`config.mk`:
```
export PLATFORM = sky130hd
export DESIGN_NAME = fractional_pll_clock_config
export DESIGN_NICKNAME = d
export VERILOG_FILES = /design/src/pll_cfg_pkg.sv /design/src/fractional_pll_clock_config.sv /design/src/clk_div_gen.sv
export SDC_FILE = /design/constraint.sdc
export NUM_CORES = 1
export LEC_CHECK = 0
export BUFFER_PORTS_ARGS = -buffer_cell sky130_fd_sc_hd__buf_4
export CAP_MARGIN = 20
export CELL_PAD_IN_SITES_DETAIL_PLACEMENT = 0
export CELL_PAD_IN_SITES_GLOBAL_PLACEMENT = 1
export CORE_MARGIN = 3
export CORE_UTILIZATION = 38
export DETAILED_ROUTE_END_ITERATION = 16
export PLACE_DENSITY_LB_ADDON = 0.1
export SETUP_SLACK_MARGIN = 0.02
export SLEW_MARGIN = 20
export SYNTH_ARGS = -nofsm -noshare
export SYNTH_HDL_FRONTEND = slang
export SYNTH_SLANG_ARGS = --single-unit
```
`constraint.sdc`:
```
create_clock -name pclk -period 2.4 [get_ports pclk]
set_clock_uncertainty 0.15 [all_clocks]
set_input_delay 0.48 -clock pclk [delete_from_list [all_inputs] [get_ports pclk]]
set_output_delay 0.48 -clock pclk [all_outputs]
set_load 0.01 [all_outputs]
```
`src/pll_cfg_pkg.sv`:
```
package pll_cfg_pkg;
  // ==========================================================================
  // register map (printed offsets not multiples of four: index, byte = 4*index)
  localparam logic [7:0]  IDX_CLK_DIV     = 8'h40;
  localparam logic [7:0]  IDX_FRAC_HI     = 8'h41;
  localparam logic [7:0]  IDX_FRAC_MID    = 8'h42;
  localparam logic [7:0]  IDX_FRAC_LO     = 8'h43;
  localparam logic [7:0]  IDX_SYNTH_CTRL  = 8'h44;
  localparam logic [7:0]  IDX_CLOCK_CTRL  = 8'h03;
  localparam logic [7:0]  IDX_STATUS      = 8'h17;
  // ==========================================================================
  // reset values
  localparam logic [7:0]  RST_CLK_DIV     = 8'h20;
  localparam logic [23:0] RST_FRAC        = 24'h00_0000;
  localparam logic [7:0]  RST_SYNTH_CTRL  = 8'h88;
  localparam logic [7:0]  RST_CLOCK_CTRL  = 8'h03;
  // ==========================================================================
  // field positions
  localparam int AUX_DIV_LSB   = 0;
  localparam int MCLK_DIV_LSB  = 2;
  localparam int OSR_BIT       = 5;
  localparam int MIC_BIT       = 6;
  localparam int DIV_N_LSB     = 0;
  localparam int PRESC_BIT     = 4;
  localparam int BYPASS_BIT    = 6;
  localparam int ENABLE_BIT    = 7;
  localparam int FLL_BIT       = 3;
  localparam int LOCK_BIT      = 7;
  // ==========================================================================
  // timing and ratio constants
  localparam int CLK_MHZ       = 40;
  localparam int SETTLE_US     = 100;
  localparam int SETTLE_CYC    = SETTLE_US * CLK_MHZ;
  localparam int FRAC_BITS     = 24;
  localparam int N_MIN         = 6;
  localparam int N_MAX         = 12;
  localparam int POST_DIV      = 4;
endpackage : pll_cfg_pkg

```
`src/fractional_pll_clock_config.sv`:
```
// Added by the designer: the APB register port.
`timescale 1ns/1ps
// Contract
// RULE1: software keeps integer multiplier within 6 to 12
// RULE2: fraction is 24-bit unsigned, value over 2^24 added to integer
// RULE3: software rounds fractional ratio times 2^24 to nearest integer
// RULE4: fraction bytes: first 23:16, second 15:8, third 7:0
// RULE5: integer multiplier in control bits 3:0, whole part of ratio
// RULE6: control bit 4 selects reference direct or divided by two
// RULE7: master divisor bits 4:2 give 1,1.5,2,3,4,6,8,12
// RULE8: software sets dividers for 24.576MHz master, 98.304MHz oscillator
// RULE9: aux output equals synthesizer frequency over aux divisor plus one
// RULE10: divider bit 5 selects dac oversampling high when set
// RULE11: divider bit 6 selects microphone clock 64kHz, else 32kHz
// RULE12: bypass routes reference clock straight to core clock node
// RULE13: control bit 7 enables the synthesizer
// RULE14: software clears frame-lock and sets bypass before disabling synthesizer
// RULE15: software never enables frame-lock while synthesizer is off
// RULE16: software truncates ratio to obtain integer multiplier
// RULE17: read-only status bit shows synthesizer locked
// RULE18: frame-lock enable locks master clock to frame sync, needs synthesizer
// RULE19: synthesizer output passes fixed divide-by-four before master divisor
// RULE20: lock drops on setting change, returns after settling
module fractional_pll_clock_config
  import pll_cfg_pkg::*;
#(
  parameter int SETTLE_CYCLES = SETTLE_CYC
) (
  input  wire logic        pclk,               // bus clock, 40 MHz
  input  wire logic        presetn,            // async reset, low
  input  wire logic        ce,                 // clock enable, freezes state
  input  wire logic        psel,               // apb select
  input  wire logic        penable,            // apb enable
  input  wire logic        pwrite,             // apb direction
  input  wire logic [11:0] paddr,              // apb byte address
  input  wire logic [31:0] pwdata,             // apb write data
  input  wire logic        ref_clock_in,       // reference clock pin
  input  wire logic        synth_clk_tick,     // oscillator output tick (analog)
  output logic      [31:0] prdata,             // apb read data
  output logic             pready,             // apb ready
  output logic             pslverr,            // apb error
  output logic      [3:0]  mult_int,           // integer multiplier to core
  output logic      [23:0] mult_fraction,      // fraction to core
  output logic             synth_enable,       // oscillator enable
  output logic             ref_div2,           // prescaler select
  output logic             core_clock_node,    // core clock
  output logic             internal_master_clock, // master clock
  output logic             aux_out_clk,        // general-purpose clock out
  output logic             dac_oversample_sel, // dac oversampling high
  output logic             mic_sample_rate_sel,// mic 64kHz when high
  output logic             frame_lock_loop_on, // frame-lock loop enable
  output logic             synth_locked        // lock status
);
  // ==========================================================================
  // elaboration checks
  if (SETTLE_CYCLES < 1) begin : g_bad_settle
    $error("settle count must be at least one");
  end
  // the settle counter is sixteen bits wide
  if (SETTLE_CYCLES > 65536) begin : g_big_settle
    $error("settle count exceeds counter range");
  end

  // ==========================================================================
  // state
  typedef struct packed {
    logic [7:0]  clk_div;
    logic [23:0] frac;
    logic [7:0]  ctrl;
    logic [7:0]  clkctl;
    logic [31:0] rdata;
    logic        ready;
    logic        err;
    logic [1:0]  ref_sync;
    logic        ref_q;
    logic        ref_half;
    logic [15:0] settle;
    logic        locked;
    logic [1:0]  aux_cnt;
    logic        aux_q;
    logic        fll_q;
    logic        core_q;
    logic        mclk_frac;
    logic [3:0]  out_vec;
  } st_t;
  st_t s_r, s_nxt;

  logic       acc;
  logic       wr;
  logic [9:0] idx;
  logic       mapped;
  logic       lock_restart;
  logic [4:0] mclk_half;
  logic       mclk_wire;
  logic       ref_edge;

  // apb access phase; slave answers with pready in the cycle after the first access cycle
  assign acc = psel && penable && !s_r.ready;
  assign wr  = acc && pwrite;
  assign idx = paddr[11:2];

  always_comb begin
    case (idx[7:0])
      IDX_CLK_DIV, IDX_FRAC_HI, IDX_FRAC_MID, IDX_FRAC_LO, IDX_SYNTH_CTRL,
      IDX_CLOCK_CTRL, IDX_STATUS: mapped = (idx[9:8] == 2'b00);
      default:                    mapped = 1'b0;
    endcase
  end

  // master divisor as half periods in oscillator ticks: the fixed divide by
  // four is folded in, so 1.5 needs no fractional count (half = 2 * divisor)
  always_comb begin
    case (s_r.clk_div[MCLK_DIV_LSB +: 3]) // RULE7 RULE19
      3'd0:    mclk_half = 5'd2;
      3'd1:    mclk_half = 5'd3;
      3'd2:    mclk_half = 5'd4;
      3'd3:    mclk_half = 5'd6;
      3'd4:    mclk_half = 5'd8;
      3'd5:    mclk_half = 5'd12;
      3'd6:    mclk_half = 5'd16;
      default: mclk_half = 5'd24;
    endcase
  end

  // a change of enable, prescaler, integer or fraction restarts settling
  always_comb begin
    lock_restart = 1'b0;
    if (wr && mapped) begin
      case (idx[7:0])
        IDX_FRAC_HI, IDX_FRAC_MID, IDX_FRAC_LO: lock_restart = 1'b1; // RULE20
        IDX_SYNTH_CTRL: lock_restart =
          (pwdata[7:0] & 8'h9F) != (s_r.ctrl & 8'h9F); // RULE20
        default: lock_restart = 1'b0;
      endcase
    end
  end

  assign ref_edge = s_r.ref_sync[1] & ~s_r.ref_q;

  // next state
  always_comb begin
    s_nxt       = s_r;
    s_nxt.ready = acc;
    s_nxt.err   = acc && !mapped;
    s_nxt.rdata = '0;
    // register writes
    if (wr && mapped) begin
      case (idx[7:0])
        IDX_CLK_DIV:    s_nxt.clk_div = {1'b0, pwdata[6:0]};
        IDX_FRAC_HI:    s_nxt.frac[23:16] = pwdata[7:0]; // RULE4
        IDX_FRAC_MID:   s_nxt.frac[15:8]  = pwdata[7:0]; // RULE4
        IDX_FRAC_LO:    s_nxt.frac[7:0]   = pwdata[7:0]; // RULE4
        IDX_SYNTH_CTRL: s_nxt.ctrl = pwdata[7:0] & 8'hDF;
        IDX_CLOCK_CTRL: s_nxt.clkctl = pwdata[7:0];
        default:        s_nxt.ctrl = s_r.ctrl;
      endcase
    end
    // register reads
    if (acc && !pwrite && mapped) begin
      case (idx[7:0])
        IDX_CLK_DIV:    s_nxt.rdata = {24'h00_0000, s_r.clk_div};
        IDX_FRAC_HI:    s_nxt.rdata = {24'h00_0000, s_r.frac[23:16]};
        IDX_FRAC_MID:   s_nxt.rdata = {24'h00_0000, s_r.frac[15:8]};
        IDX_FRAC_LO:    s_nxt.rdata = {24'h00_0000, s_r.frac[7:0]};
        IDX_SYNTH_CTRL: s_nxt.rdata = {24'h00_0000, s_r.ctrl};
        IDX_CLOCK_CTRL: s_nxt.rdata = {24'h00_0000, s_r.clkctl};
        default:        s_nxt.rdata = {24'h00_0000, s_r.locked, 7'h00}; // RULE17
      endcase
    end
    // reference pin sync and optional divide-by-two
    s_nxt.ref_sync = {s_r.ref_sync[0], ref_clock_in};
    s_nxt.ref_q    = s_r.ref_sync[1];
    if (ref_edge) begin
      s_nxt.ref_half = ~s_r.ref_half; // RULE6
    end
    // lock settling counter
    if (!s_r.ctrl[ENABLE_BIT] || lock_restart) begin
      s_nxt.settle = '0;
      s_nxt.locked = 1'b0; // RULE20
    end else if (32'(s_r.settle) + 1 >= SETTLE_CYCLES) begin
      s_nxt.locked = 1'b1; // RULE17
    end else begin
      s_nxt.settle = s_r.settle + 16'd1;
    end
    // aux clock: one pulse every divisor+1 oscillator ticks, so its edge
    // rate is the oscillator rate over divisor+1; a toggling divider could
    // not reach divisor zero
    s_nxt.aux_q = 1'b0;
    if (!s_r.ctrl[ENABLE_BIT]) begin
      s_nxt.aux_cnt = '0;
    end else if (synth_clk_tick) begin
      if (s_r.aux_cnt >= s_r.clk_div[AUX_DIV_LSB +: 2]) begin
        s_nxt.aux_cnt = '0;
        s_nxt.aux_q   = 1'b1; // RULE9
      end else begin
        s_nxt.aux_cnt = s_r.aux_cnt + 2'd1;
      end
    end
    // core clock node: bypass takes the pin, else the oscillator
    s_nxt.core_q = s_r.ctrl[BYPASS_BIT] ? s_r.ref_sync[1] // RULE12
                 : (s_r.ctrl[ENABLE_BIT] && synth_clk_tick);
    s_nxt.out_vec = {mclk_wire, s_r.aux_q,
                     s_r.clk_div[OSR_BIT], s_r.clk_div[MIC_BIT]}; // RULE10 RULE11
    // frame-lock output registered from the next register values
    s_nxt.fll_q = s_nxt.clkctl[FLL_BIT] & s_nxt.ctrl[ENABLE_BIT]; // RULE18
  end

  always_ff @(posedge pclk or negedge presetn) begin
    if (!presetn) begin
      s_r         <= '0;
      s_r.clk_div <= RST_CLK_DIV;
      s_r.frac    <= RST_FRAC;
      s_r.ctrl    <= RST_SYNTH_CTRL;
      s_r.clkctl  <= RST_CLOCK_CTRL;
    end else if (ce) begin
      s_r <= s_nxt;
    end
  end

  // ==========================================================================
  // master clock divider after the fixed divide-by-four
  clk_div_gen #(.W(5)) u_mclk (
    .pclk    (pclk),
    .presetn (presetn),
    .ce      (ce),
    .run     (s_r.ctrl[ENABLE_BIT]),
    .half_cnt(mclk_half),
    .tick    (synth_clk_tick),
    .clk_out (mclk_wire)
  );

  // outputs straight from flip-flops
  assign prdata                = s_r.rdata;
  assign pready                = s_r.ready;
  assign pslverr               = s_r.err;
  assign mult_int              = s_r.ctrl[DIV_N_LSB +: 4];           // RULE5 RULE2
  assign mult_fraction         = s_r.frac;                           // RULE2
  assign synth_enable          = s_r.ctrl[ENABLE_BIT];               // RULE13
  assign ref_div2              = s_r.ctrl[PRESC_BIT];                // RULE6
  assign frame_lock_loop_on    = s_r.fll_q;                          // RULE18
  assign core_clock_node       = s_r.core_q;
  assign internal_master_clock = s_r.out_vec[3];
  assign aux_out_clk           = s_r.out_vec[2];
  assign dac_oversample_sel    = s_r.out_vec[1];
  assign mic_sample_rate_sel   = s_r.out_vec[0];
  assign synth_locked          = s_r.locked;
endmodule : fractional_pll_clock_config

```
`src/clk_div_gen.sv`:
```
`timescale 1ns/1ps
// ============================================================================
// divider: period given in half cycles, toggles output accordingly
module clk_div_gen #(
  parameter int W = 6
) (
  input  wire logic         pclk,      // clock
  input  wire logic         presetn,   // async reset, low
  input  wire logic         ce,        // clock enable
  input  wire logic         run,       // divider running
  input  wire logic [W-1:0] half_cnt,  // half period in source ticks, >=1
  input  wire logic         tick,      // source tick
  output logic              clk_out    // divided clock
);
  typedef struct packed {
    logic [W-1:0] cnt;
    logic         q;
  } div_state_t;
  div_state_t s_r, s_nxt;

  // a one-bit counter cannot hold a half period of two ticks or more
  if (W < 2) begin : g_bad_width
    $error("divider width must be at least two");
  end

  // count ticks, flip every half period
  always_comb begin
    s_nxt = s_r;
    if (!run) begin
      s_nxt = '0;
    end else if (tick) begin
      if (s_r.cnt + W'(1) >= half_cnt) begin
        s_nxt.cnt = '0;
        s_nxt.q   = ~s_r.q;
      end else begin
        s_nxt.cnt = s_r.cnt + W'(1);
      end
    end
  end

  always_ff @(posedge pclk or negedge presetn) begin
    if (!presetn) begin
      s_r <= '0;
    end else if (ce) begin
      s_r <= s_nxt;
    end
  end

  assign clk_out = s_r.q;
endmodule : clk_div_gen

```
==> results of run 1 <==
==> worst max-delay path, stage by stage (launching register included) <==
cell and delay (ps):
dfrtp_2 440, and2_4 170, o31a_1 280, o32a_1 290, or4_4 490, buf_4 150
and4b_1 150, or3_1 310
==> flip-flops by register name, indices dropped and copies added (netlist names), 4 cells and up <==
name and flops:
prdata 8, mult_fraction 24, mult_int 4, u_mclk.s_r 5, s_nxt 5, s_r 32
==> cell usage after synthesis (5+ instances only) <==
library cell / count / area, µm²
a21oi_1: 14 / 70.1
a22o_1: 8 / 70.1
and2_1: 5 / 31.3
buf_4: 60 / 450
clkbuf_1: 13 / 48.8
dfrtp_1: 85 / 2130
dfstp_2: 5 / 131
ha_1: 9 / 113
inv_1: 15 / 56.3
mux2_1: 33 / 372
mux2_2: 13 / 146
mux2_4: 9 / 135
mux4_2: 7 / 158
nand2_1: 35 / 131
nand2b_1: 9 / 56.3
nand3_1: 11 / 55.1
nand4_1: 5 / 31.3
nor2_1: 13 / 48.8
nor2b_1: 5 / 31.3
nor3_1: 11 / 55.1
nor4_1: 5 / 31.3
o21ai_0: 15 / 75.1
o2bb2ai_1: 11 / 96.3
xnor2_1: 6 / 52.6
xor2_1: 5 / 43.8
==> per-layer routing <==
layer  up-vias  global-route usage [%]
met5         -                       0
met4         0                    4.26
li1       1921                       -
met2        77                    30.4
met1      2004                    22.8
met3        12                    3.77
==> timing repair <==
action / 4_1_cts / 5_1_grt
buffers inserted: 2 / 3
cloned: 0 / 1
setup endpoints to repair: 17 / 24
hold endpoints to repair: 26 / 0
gates resized for setup: 3 / 23
hold buffers: 1 / 0
pin swaps: 0 / 10
==> worst paths after layout <==
kind / cells past startpoint / endpoint / from
worst max register to register: 7 / s_r[17] / s_r[12]
worst max-delay path: 7 / s_r[17] / s_r[12]
max in group asynchronous: 3 / s_nxt[1] / presetn
min in group asynchronous: 2 / prdata[4] / presetn
worst min-delay path: 2 / s_nxt[30] / ref_clock_in
worst min register to register: 1 / prdata[7] / prdata[7]
==> power breakdown <==
part / switching, W / internal [W]
Clock: 0.000637 / 0.000774
Combinational: 0.000905 / 0.00105
Sequential: 0.000162 / 0.00167
Total: 0.00170 / 0.00349
==> final cells by class <==
| cell class | count | area [µm²] |
|---|---|---|
| inverters | 16 | 60.1 |
| well taps | 176 | 220 |
| clock buffers | 11 | 253 |
| clock inverters | 5 | 43.8 |
| repair buffers | 157 | 1240 |
| flip-flops and latches | 90 | 2260 |
| fillers | 1222 | 6690 |
| multi-input cells | 327 | 2740 |
==> through the flow <==
stage / TNS, ps / instances / setup WS (ps) / util, % / hold slack (ps)
6_report: -899 / 782 / -155 / 50.5 / 222
5_1_grt: -1560 / 782 / -209 / 50.5 / 223
4_1_cts: -886 / 778 / -152 / 49.5 / 210
3_5_place_dp: -5790 / 759 / -288 / 47.0 / 297
3_3_place_gp: -5480 / 759 / -279 / 47.0 / 288
2_1_floorplan: -2510 / 511 / -119 / - / 34.4
==> logic make-up after synthesis <==
family                   Yosys count  synth area share (%)
AND/OR/NAND/NOR                  129                  14.4
buffers and inverters             95                  11.3
flip-flops                        90                  42.3
AO/OA/AOI/OAI                     87                  12.1
multiplexers                      66                  15.9
XOR/XNOR                          11                  1.81
adder cells (fa/ha/maj)            9                  2.11
other                              1                0.0703
==> results.sh, run 1 <==
export IMPL_violations="negative setup slack"
export IMPL_die_h_um=124
export IMPL_setup_worst_path_end_class="flop"
export IMPL_rsz0062_at_grt="yes"
export IMPL_dpl_hpwl_um=10200
export IMPL_crit_required_ps=2470
export IMPL_layout_nets=662
export IMPL_mostFrequentLayoutCell="buf_4"
export IMPL_fp_coreArea_um2=13500
export IMPL_num_rows=42
export IMPL_worst_pin_slew_ps=649
export IMPL_leakage_nw=3.29
export IMPL_ant_nets=0
export IMPL_holdCritPathClass="in -> reg"
export IMPL_crit_type="reg -> reg"
export IMPL_dieArea_um2=15500
export IMPL_grt_ovfl_total=0
export IMPL_total_power_w=0.00520
export IMPL_wirelength_um=13800
export IMPL_layout_common_cells="150 x buf_4, 82 x dfrtp_1, 35 x nand2_1"
export IMPL_start_kind="flop"
export IMPL_ctsHtreeMaxLevel=3
export IMPL_design_area_um2=6820
export IMPL_initial_core_util_pct=39.5
export IMPL_hold_viol=0
export IMPL_synth_avg_cell_area_um2=10.9
export IMPL_ir_drop_v=0.000387
export IMPL_grt_pass1_vias=4079
export IMPL_io_pins=123
export IMPL_drv_slew=0
export IMPL_clock_path_buffers=2
export IMPL_async_flop_share_pct=100
export IMPL_grt_max_degree=49
export IMPL_via_per_inst=5.13
export IMPL_r2r_slack_ps=-150
export IMPL_maxCapViolCount=0
export IMPL_cellPowerDensity_nw_per_um2=762
export IMPL_maxSlewHeadroom_pct=56.3
export IMPL_die_width_um=124
export IMPL_vias=4014
export IMPL_wl_met3_um=441
export IMPL_cp_arrival_ps=2630
export IMPL_layout_drive_gt1_share_pct=42.4
export IMPL_antenna_found_initial=0
export IMPL_finalSetupViolCount=9
export IMPL_synth_edf_count=0
export IMPL_gp_congestion=0.851
export IMPL_fin_crit_ps=2550
export IMPL_wl_met2_um=7040
export IMPL_grt_pass1_wl_um=22100
export IMPL_setup_slack_ps=-155
export IMPL_path_max_fanout=4
export IMPL_synth_cell_types=72
export IMPL_run_status="finished with violations"
export IMPL_synthToLayoutAreaGrowth_pct=27.7
export IMPL_ys_warn_count=0
export IMPL_cts_inserted_buffers=9
export IMPL_max_freq_mhz=391
export IMPL_dpl_instance_area_um2=6350
export IMPL_ys_ff_latch=90
export IMPL_postSynthCellCount=488
export IMPL_cts_root_buffer="clkbuf_16"
export IMPL_wl_per_cell_um=17.7
export IMPL_first_pass_iters=4
export IMPL_drc_errors=0
export IMPL_synth_seq_area_share_pct=42.3
export IMPL_cts_tree="done"
export IMPL_top_layer="met4"
export IMPL_io_buffers=72
export IMPL_met1_length_um=6170
export IMPL_clkSlewWorstSetupHoldPaths_ps=70
export IMPL_drtIter0Drc=210
export IMPL_grt_total_usage_pct=17.7
export IMPL_syn_area_um2=5340
export IMPL_post_route_period_util_pct=106
export IMPL_cts_num_sinks=90
export IMPL_diodes=0
export IMPL_clkLatencyLatePin_ps=350
export IMPL_synth_main_ff_cell="dfrtp_1"
Power figures use the tool's default switching activity.
==> run 2: changes to the inputs <==
MAX_ROUTING_LAYER = met4   (was unset)
==> run 2 against run 1 <==
The flow still finishes with violations (negative setup slack); register-to-register slack better by 20 ps; largest power group is now sequential cells; critical path type unchanged; hold slack worse by 0.75 ps; highest routed layer unchanged; die area unchanged; via count rose by 0.95%; largest cell class unchanged; global-route usage grew 0.93 points; flip-flop and latch count unchanged.
==> results.sh, run 2 (synthesis results as in run 1) <==
export IMPL_wl_per_cell_um=17.8
export IMPL_layout_nets=661
export IMPL_maxCapViolCount=0
export IMPL_start_kind="flop"
export IMPL_clock_path_buffers=2
export IMPL_hp_start="ref_clock_in"
export IMPL_layout_drive_gt1_share_pct=42.0
export IMPL_leakage_nw=3.25
export IMPL_cellPowerDensity_nw_per_um2=736
export IMPL_gp_congestion=0.855
export IMPL_cp_arrival_ps=2610
export IMPL_ir_drop_v=0.000384
export IMPL_io_pins=123
export IMPL_first_pass_iters=4
export IMPL_grt_pass1_wl_um=22500
export IMPL_grt_ovfl_total=0
export IMPL_dieArea_um2=15500
export IMPL_hold_viol=0
export IMPL_num_rows=42
export IMPL_crit_chain="and2_4 -> o31a_1 -> o32a_1 -> or4_4 -> buf_6 -> and4b_1 -> or3_1"
export IMPL_grt_total_usage_pct=18.6
export IMPL_worst_path_buf_inv=1
export IMPL_synthToLayoutAreaGrowth_pct=26.7
export IMPL_initial_core_util_pct=39.5
export IMPL_worst_pin_slew_ps=782
export IMPL_r2r_start="s_r[12]"
export IMPL_clkSlewWorstSetupHoldPaths_ps=60
export IMPL_max_stage_delay_ps=480
export IMPL_stdcell_count=781
export IMPL_critical_path_slowest_cell="or4_4"
export IMPL_largest_reg_flops=32
export IMPL_die_h_um=124
export IMPL_cts_inserted_buffers=9
export IMPL_path_max_fanout=10
export IMPL_crit_type="reg -> reg"
export IMPL_post_route_util_pct=50.0
export IMPL_regMostFlops="s_r"
export IMPL_run_status="finished with violations"
export IMPL_critPathTopFamily="simple AND/OR/NAND/NOR gates"
export IMPL_clkLatencyLatePin_ps=350
export IMPL_drtIter0Drc=154
export IMPL_fp_coreArea_um2=13500
export IMPL_dpl_hpwl_um=10400
export IMPL_grt_pass1_vias=4145
export IMPL_holdCritPathClass="in -> reg"
export IMPL_finalSetupViolCount=6
export IMPL_placed_cells=759
export IMPL_fin_crit_ps=2540
export IMPL_setup_slack_ps=-136
export IMPL_vias=4052
export IMPL_diodes=0
export IMPL_cts_root_buffer="clkbuf_16"
export IMPL_violations="negative setup slack"
export IMPL_crit_required_ps=2480
export IMPL_rsz0062_at_grt="yes"
export IMPL_cts_num_sinks=90
export IMPL_io_buffers=72
export IMPL_wirelength_um=13900
export IMPL_layout_common_cells="147 x buf_4, 81 x dfrtp_1, 35 x nand2_1"
export IMPL_drc_errors=0
export IMPL_total_power_w=0.00497
export IMPL_setup_worst_path_end_class="flop"
export IMPL_crit_start="s_r[12]"
export IMPL_via_per_inst=5.19
export IMPL_mostFrequentLayoutCell="buf_4"
export IMPL_grt_max_degree=39
export IMPL_fin_hold_ws_ps=221
export IMPL_drv_slew=0
export IMPL_nFillCells=1242
export IMPL_max_freq_mhz=394
export IMPL_ctsHtreeMaxLevel=3
export IMPL_ant_nets=0
export IMPL_post_route_period_util_pct=106
export IMPL_maxSlewHeadroom_pct=47.4
export IMPL_die_width_um=124
export IMPL_cts_tree="done"
export IMPL_antenna_found_initial=0
==> run 2: changes by cell type in the layout (fill, tap and decap cells not counted), moves of 2 or more <==
cell / previous run / this run
buf_6: 2 / 4
clkbuf_1: 0 / 3
nor2b_2: 0 / 2
nor2b_4: 2 / 0
clkbuf_8: 2 / 0
inv_6: 3 / 0
buf_4: 150 / 147
clkinvlp_4: 0 / 2
==> run 2: worst paths after layout <==
check / endpoint / slack, ps / depth (start not counted)
min reg2reg: s_r[72] / 340 / 1
min in group asynchronous: aux_out_clk / 510 / 2
max in group asynchronous: s_r[16] / 960 / 3
min: s_nxt[30] / 220 / 2
max reg2reg: s_r[17] / -140 / 7
max: s_r[17] / -140 / 7
==> run 2: repair_timing <==
| item | 4_1_cts | 5_1_grt |
|---|---|---|
| endpoints found under the setup margin | 14 | 26 |
| setup buffers | 0 | 4 |
| hold buffers | 1 | 0 |
| pin swaps | 0 | 9 |
| gates resized for setup | 3 | 22 |
| hold endpoints to repair | 33 | 0 |
| cloned | 0 | 1 |
==> run 2: through the flow <==
step | setup slack, ps | instance area (µm²) | setup TNS (ps)
after floorplan | -119 | 5490 | -2510
after global placement | -278 | 6350 | -5660
after detailed placement | -291 | 6350 | -6370
after CTS | -149 | 6640 | -560
after global routing | -234 | 6760 | -1640
final | -136 | 6760 | -493
==> run 2: layout make-up <==
cell class / instances / area [µm²] / area share [%]
Multi-Input combinational cell: 327 / 2710 / 40.1
Sequential cell: 90 / 2260 / 33.5
Timing Repair Buffer: 156 / 1240 / 18.3
Clock buffer: 12 / 236 / 3.50
Tap cell: 176 / 220 / 3.26
Inverter: 16 / 60.1 / 0.889
Clock inverter: 4 / 28.8 / 0.426
==> run 2: power breakdown <==
| group | switching (W) | internal [W] |
|---|---|---|
| Clock | 0.000589 | 0.000703 |
| Sequential | 0.000168 | 0.00167 |
| Combinational | 0.000873 | 0.000967 |
| Total | 0.00163 | 0.00334 |
==> run 2: worst reg2reg max path, stage by stage, from the launching register on <==
cell and delay, ps:
dfrtp_2 430, and2_4 170, o31a_1 270, o32a_1 290, or4_4 480, buf_6 160
and4b_1 160, or3_1 300
==> run 2: per-layer routing <==
layer / track usage, % / wire length (µm)
met5: - / 0
met4: 6.32 / 254
met3: 2.53 / 342
met2: 30.1 / 6890
met1: 24.3 / 6380
==> run 3: changes to the inputs <==
CORE_UTILIZATION = 42   (was 38)
clock period = 2.5 ns   (was 2.4 ns; I/O delays follow)
==> run 3 against run 2 <==
The flow still finishes with violations (negative setup slack); wire length decreased by 5.1%; clock-buffer cell count decreased by 3; critical path depth unchanged; first-iteration DRC count increased by 47%; die area decreased by 9.1%; clock power increased by 9%.
==> results.sh, run 3 (synthesis results as in run 1) <==
export IMPL_wirelength_um=13200
export IMPL_run_status="finished with violations"
export IMPL_hold_viol=0
export IMPL_multiInputGateArea_um2=2700
export IMPL_total_power_w=0.00488
export IMPL_ant_nets=0
export IMPL_start_kind="flop"
export IMPL_leakage_nw=3.17
export IMPL_grt_total_usage_pct=19.1
export IMPL_crit_type="reg -> reg"
export IMPL_cts_root_buffer="clkbuf_16"
export IMPL_crit_chain="ha_4 -> nand2_2 -> o31a_1 -> o32a_1 -> or4_4 -> and4b_1 -> or3_1"
export IMPL_grt_pass1_wl_um=21000
export IMPL_setup_slack_ps=-42.2
export IMPL_ctsHtreeMaxLevel=3
export IMPL_dp_slack_ps=-232
export IMPL_layout_common_cells="127 x buf_4, 84 x dfrtp_1, 34 x nand2_1"
export IMPL_cts_inserted_buffers=9
export IMPL_num_rows=40
export IMPL_die_h_um=119
export IMPL_die_width_um=119
export IMPL_grt_ovfl_total=0
export IMPL_critPathTopFamily="simple AND/OR/NAND/NOR gates"
export IMPL_io_pins=123
export IMPL_ir_drop_v=0.000310
export IMPL_fp_coreArea_um2=12200
export IMPL_maxSlewHeadroom_pct=55.2
export IMPL_vias=3984
export IMPL_antenna_found_initial=0
export IMPL_critical_path_slowest_cell="or4_4"
export IMPL_reg2regPathDepth=7
export IMPL_cts_tree="done"
export IMPL_diodes=0
export IMPL_layout_nets=639
export IMPL_violations="negative setup slack"
export IMPL_largest_reg_flops=32
export IMPL_io_buffers=72
export IMPL_post_route_period_util_pct=102
export IMPL_drv_slew=0
export IMPL_dieArea_um2=14100
export IMPL_nFillCells=1116
export IMPL_whs_path_depth=2
export IMPL_rsz0062_at_grt="yes"
export IMPL_maxCapViolCount=0
export IMPL_setup_worst_path_end_class="flop"
export IMPL_crit_required_ps=2580
export IMPL_clkLatencyLatePin_ps=340
export IMPL_max_stage_delay_ps=550
export IMPL_fin_crit_ps=2540
export IMPL_cp_num_cells=7
export IMPL_grt_max_degree=44
export IMPL_first_pass_iters=5
export IMPL_clkSlewWorstSetupHoldPaths_ps=70
export IMPL_worst_path_buf_inv=0
export IMPL_seq_area_um2=2260
export IMPL_worst_pin_slew_ps=666
export IMPL_mostFrequentLayoutCell="buf_4"
export IMPL_max_freq_mhz=393
export IMPL_drc_errors=0
export IMPL_drtIter0Drc=227
export IMPL_cp_arrival_ps=2620
export IMPL_clock_path_buffers=2
export IMPL_gp_congestion=0.845
export IMPL_finalSetupViolCount=3
export IMPL_via_per_inst=5.30
export IMPL_regMostFlops="s_r"
export IMPL_wl_per_cell_um=17.5
export IMPL_dpl_hpwl_um=9530
export IMPL_holdCritPathClass="in -> reg"
export IMPL_grt_pass1_vias=4002
export IMPL_cellPowerDensity_nw_per_um2=741
export IMPL_initial_core_util_pct=43.7
export IMPL_fin_hold_ws_ps=243
export IMPL_path_max_fanout=5
export IMPL_synthToLayoutAreaGrowth_pct=23.3
export IMPL_layout_drive_gt1_share_pct=37.7
export IMPL_cts_num_sinks=90
[run 3: cell types whose count changed in the layout (fill, tap and decap cells not counted), sizes merged]
cell      before  now
clkinv         2    3
buf          155  132
clkinvlp       2    1
inv           16   18
bufinv         0    1
or4            2    3
clkbuf        12    9
[run 3: cell type report]
class | count | share of cell area [%]
multi-input combinational | 328 | 41.1
sequential | 90 | 34.3
timing repair buffer | 133 | 15.9
clock buffer | 9 | 3.42
tap | 168 | 3.20
clock inverter | 7 | 1.16
inverter | 16 | 0.913
[run 3: path summary, 6_finish.rpt]
path | start | end | slack (ps)
setup / recovery | s_r[12] | s_r[17] | -40
hold / removal | ref_clock_in | s_nxt[30] | 240
setup reg to reg | s_r[12] | s_r[17] | -40
hold reg to reg | s_r[70] | s_r[70] | 340
max in group asynchronous | presetn | s_nxt[1] | 1030
min in group asynchronous | presetn | aux_out_clk | 500
[run 3: worst register-to-register path, cell delays in order (launching register included)]
cell	delay (ps)
dfrtp_1	430
ha_4	200
nand2_2	40
o31a_1	240
o32a_1	320
or4_4	550
and4b_1	190
or3_1	290
[run 3: repair_timing]
| item | 4_1_cts | 5_1_grt |
|---|---|---|
| gates cloned | 1 | 1 |
| pin swaps | 0 | 6 |
| endpoints found under the hold margin | 30 | 0 |
| setup endpoints to repair | 10 | 17 |
| setup buffers | 0 | 1 |
| gates resized for setup | 5 | 14 |
| hold buffers | 1 | 0 |
[run 3: where the power goes]
group / internal [W] / switching, W / total [W] / leakage (nW)
sequential: 0.00160 / 0.000161 / 0.00176 / 1.17
clock: 0.000784 / 0.000612 / 0.00140 / 0.148
combinational: 0.000846 / 0.000873 / 0.00172 / 1.86
total: 0.00323 / 0.00165 / 0.00488 / 3.17
[run 3: through the flow]
stage | std cells | util [%] | setup TNS (ps) | instance area, µm²
global route | 751 | 53.9 | -281 | 6580
floorplan | 511 | - | -420 | 5460
global placement | 731 | 50.4 | -3620 | 6150
detailed placement | 731 | 50.4 | -3750 | 6150
CTS | 749 | 53.2 | -64.8 | 6500
finish | 751 | 53.9 | -66.5 | 6580
[run 3: per-layer routing]
layer	up-vias	global-route usage [%]	part of all wire, %
li1	1879	-	-
met1	1967	25.6	45
met2	117	29.4	48
met3	21	4.02	5.0
met4	0	5.65	1.8
met5	-	-	0
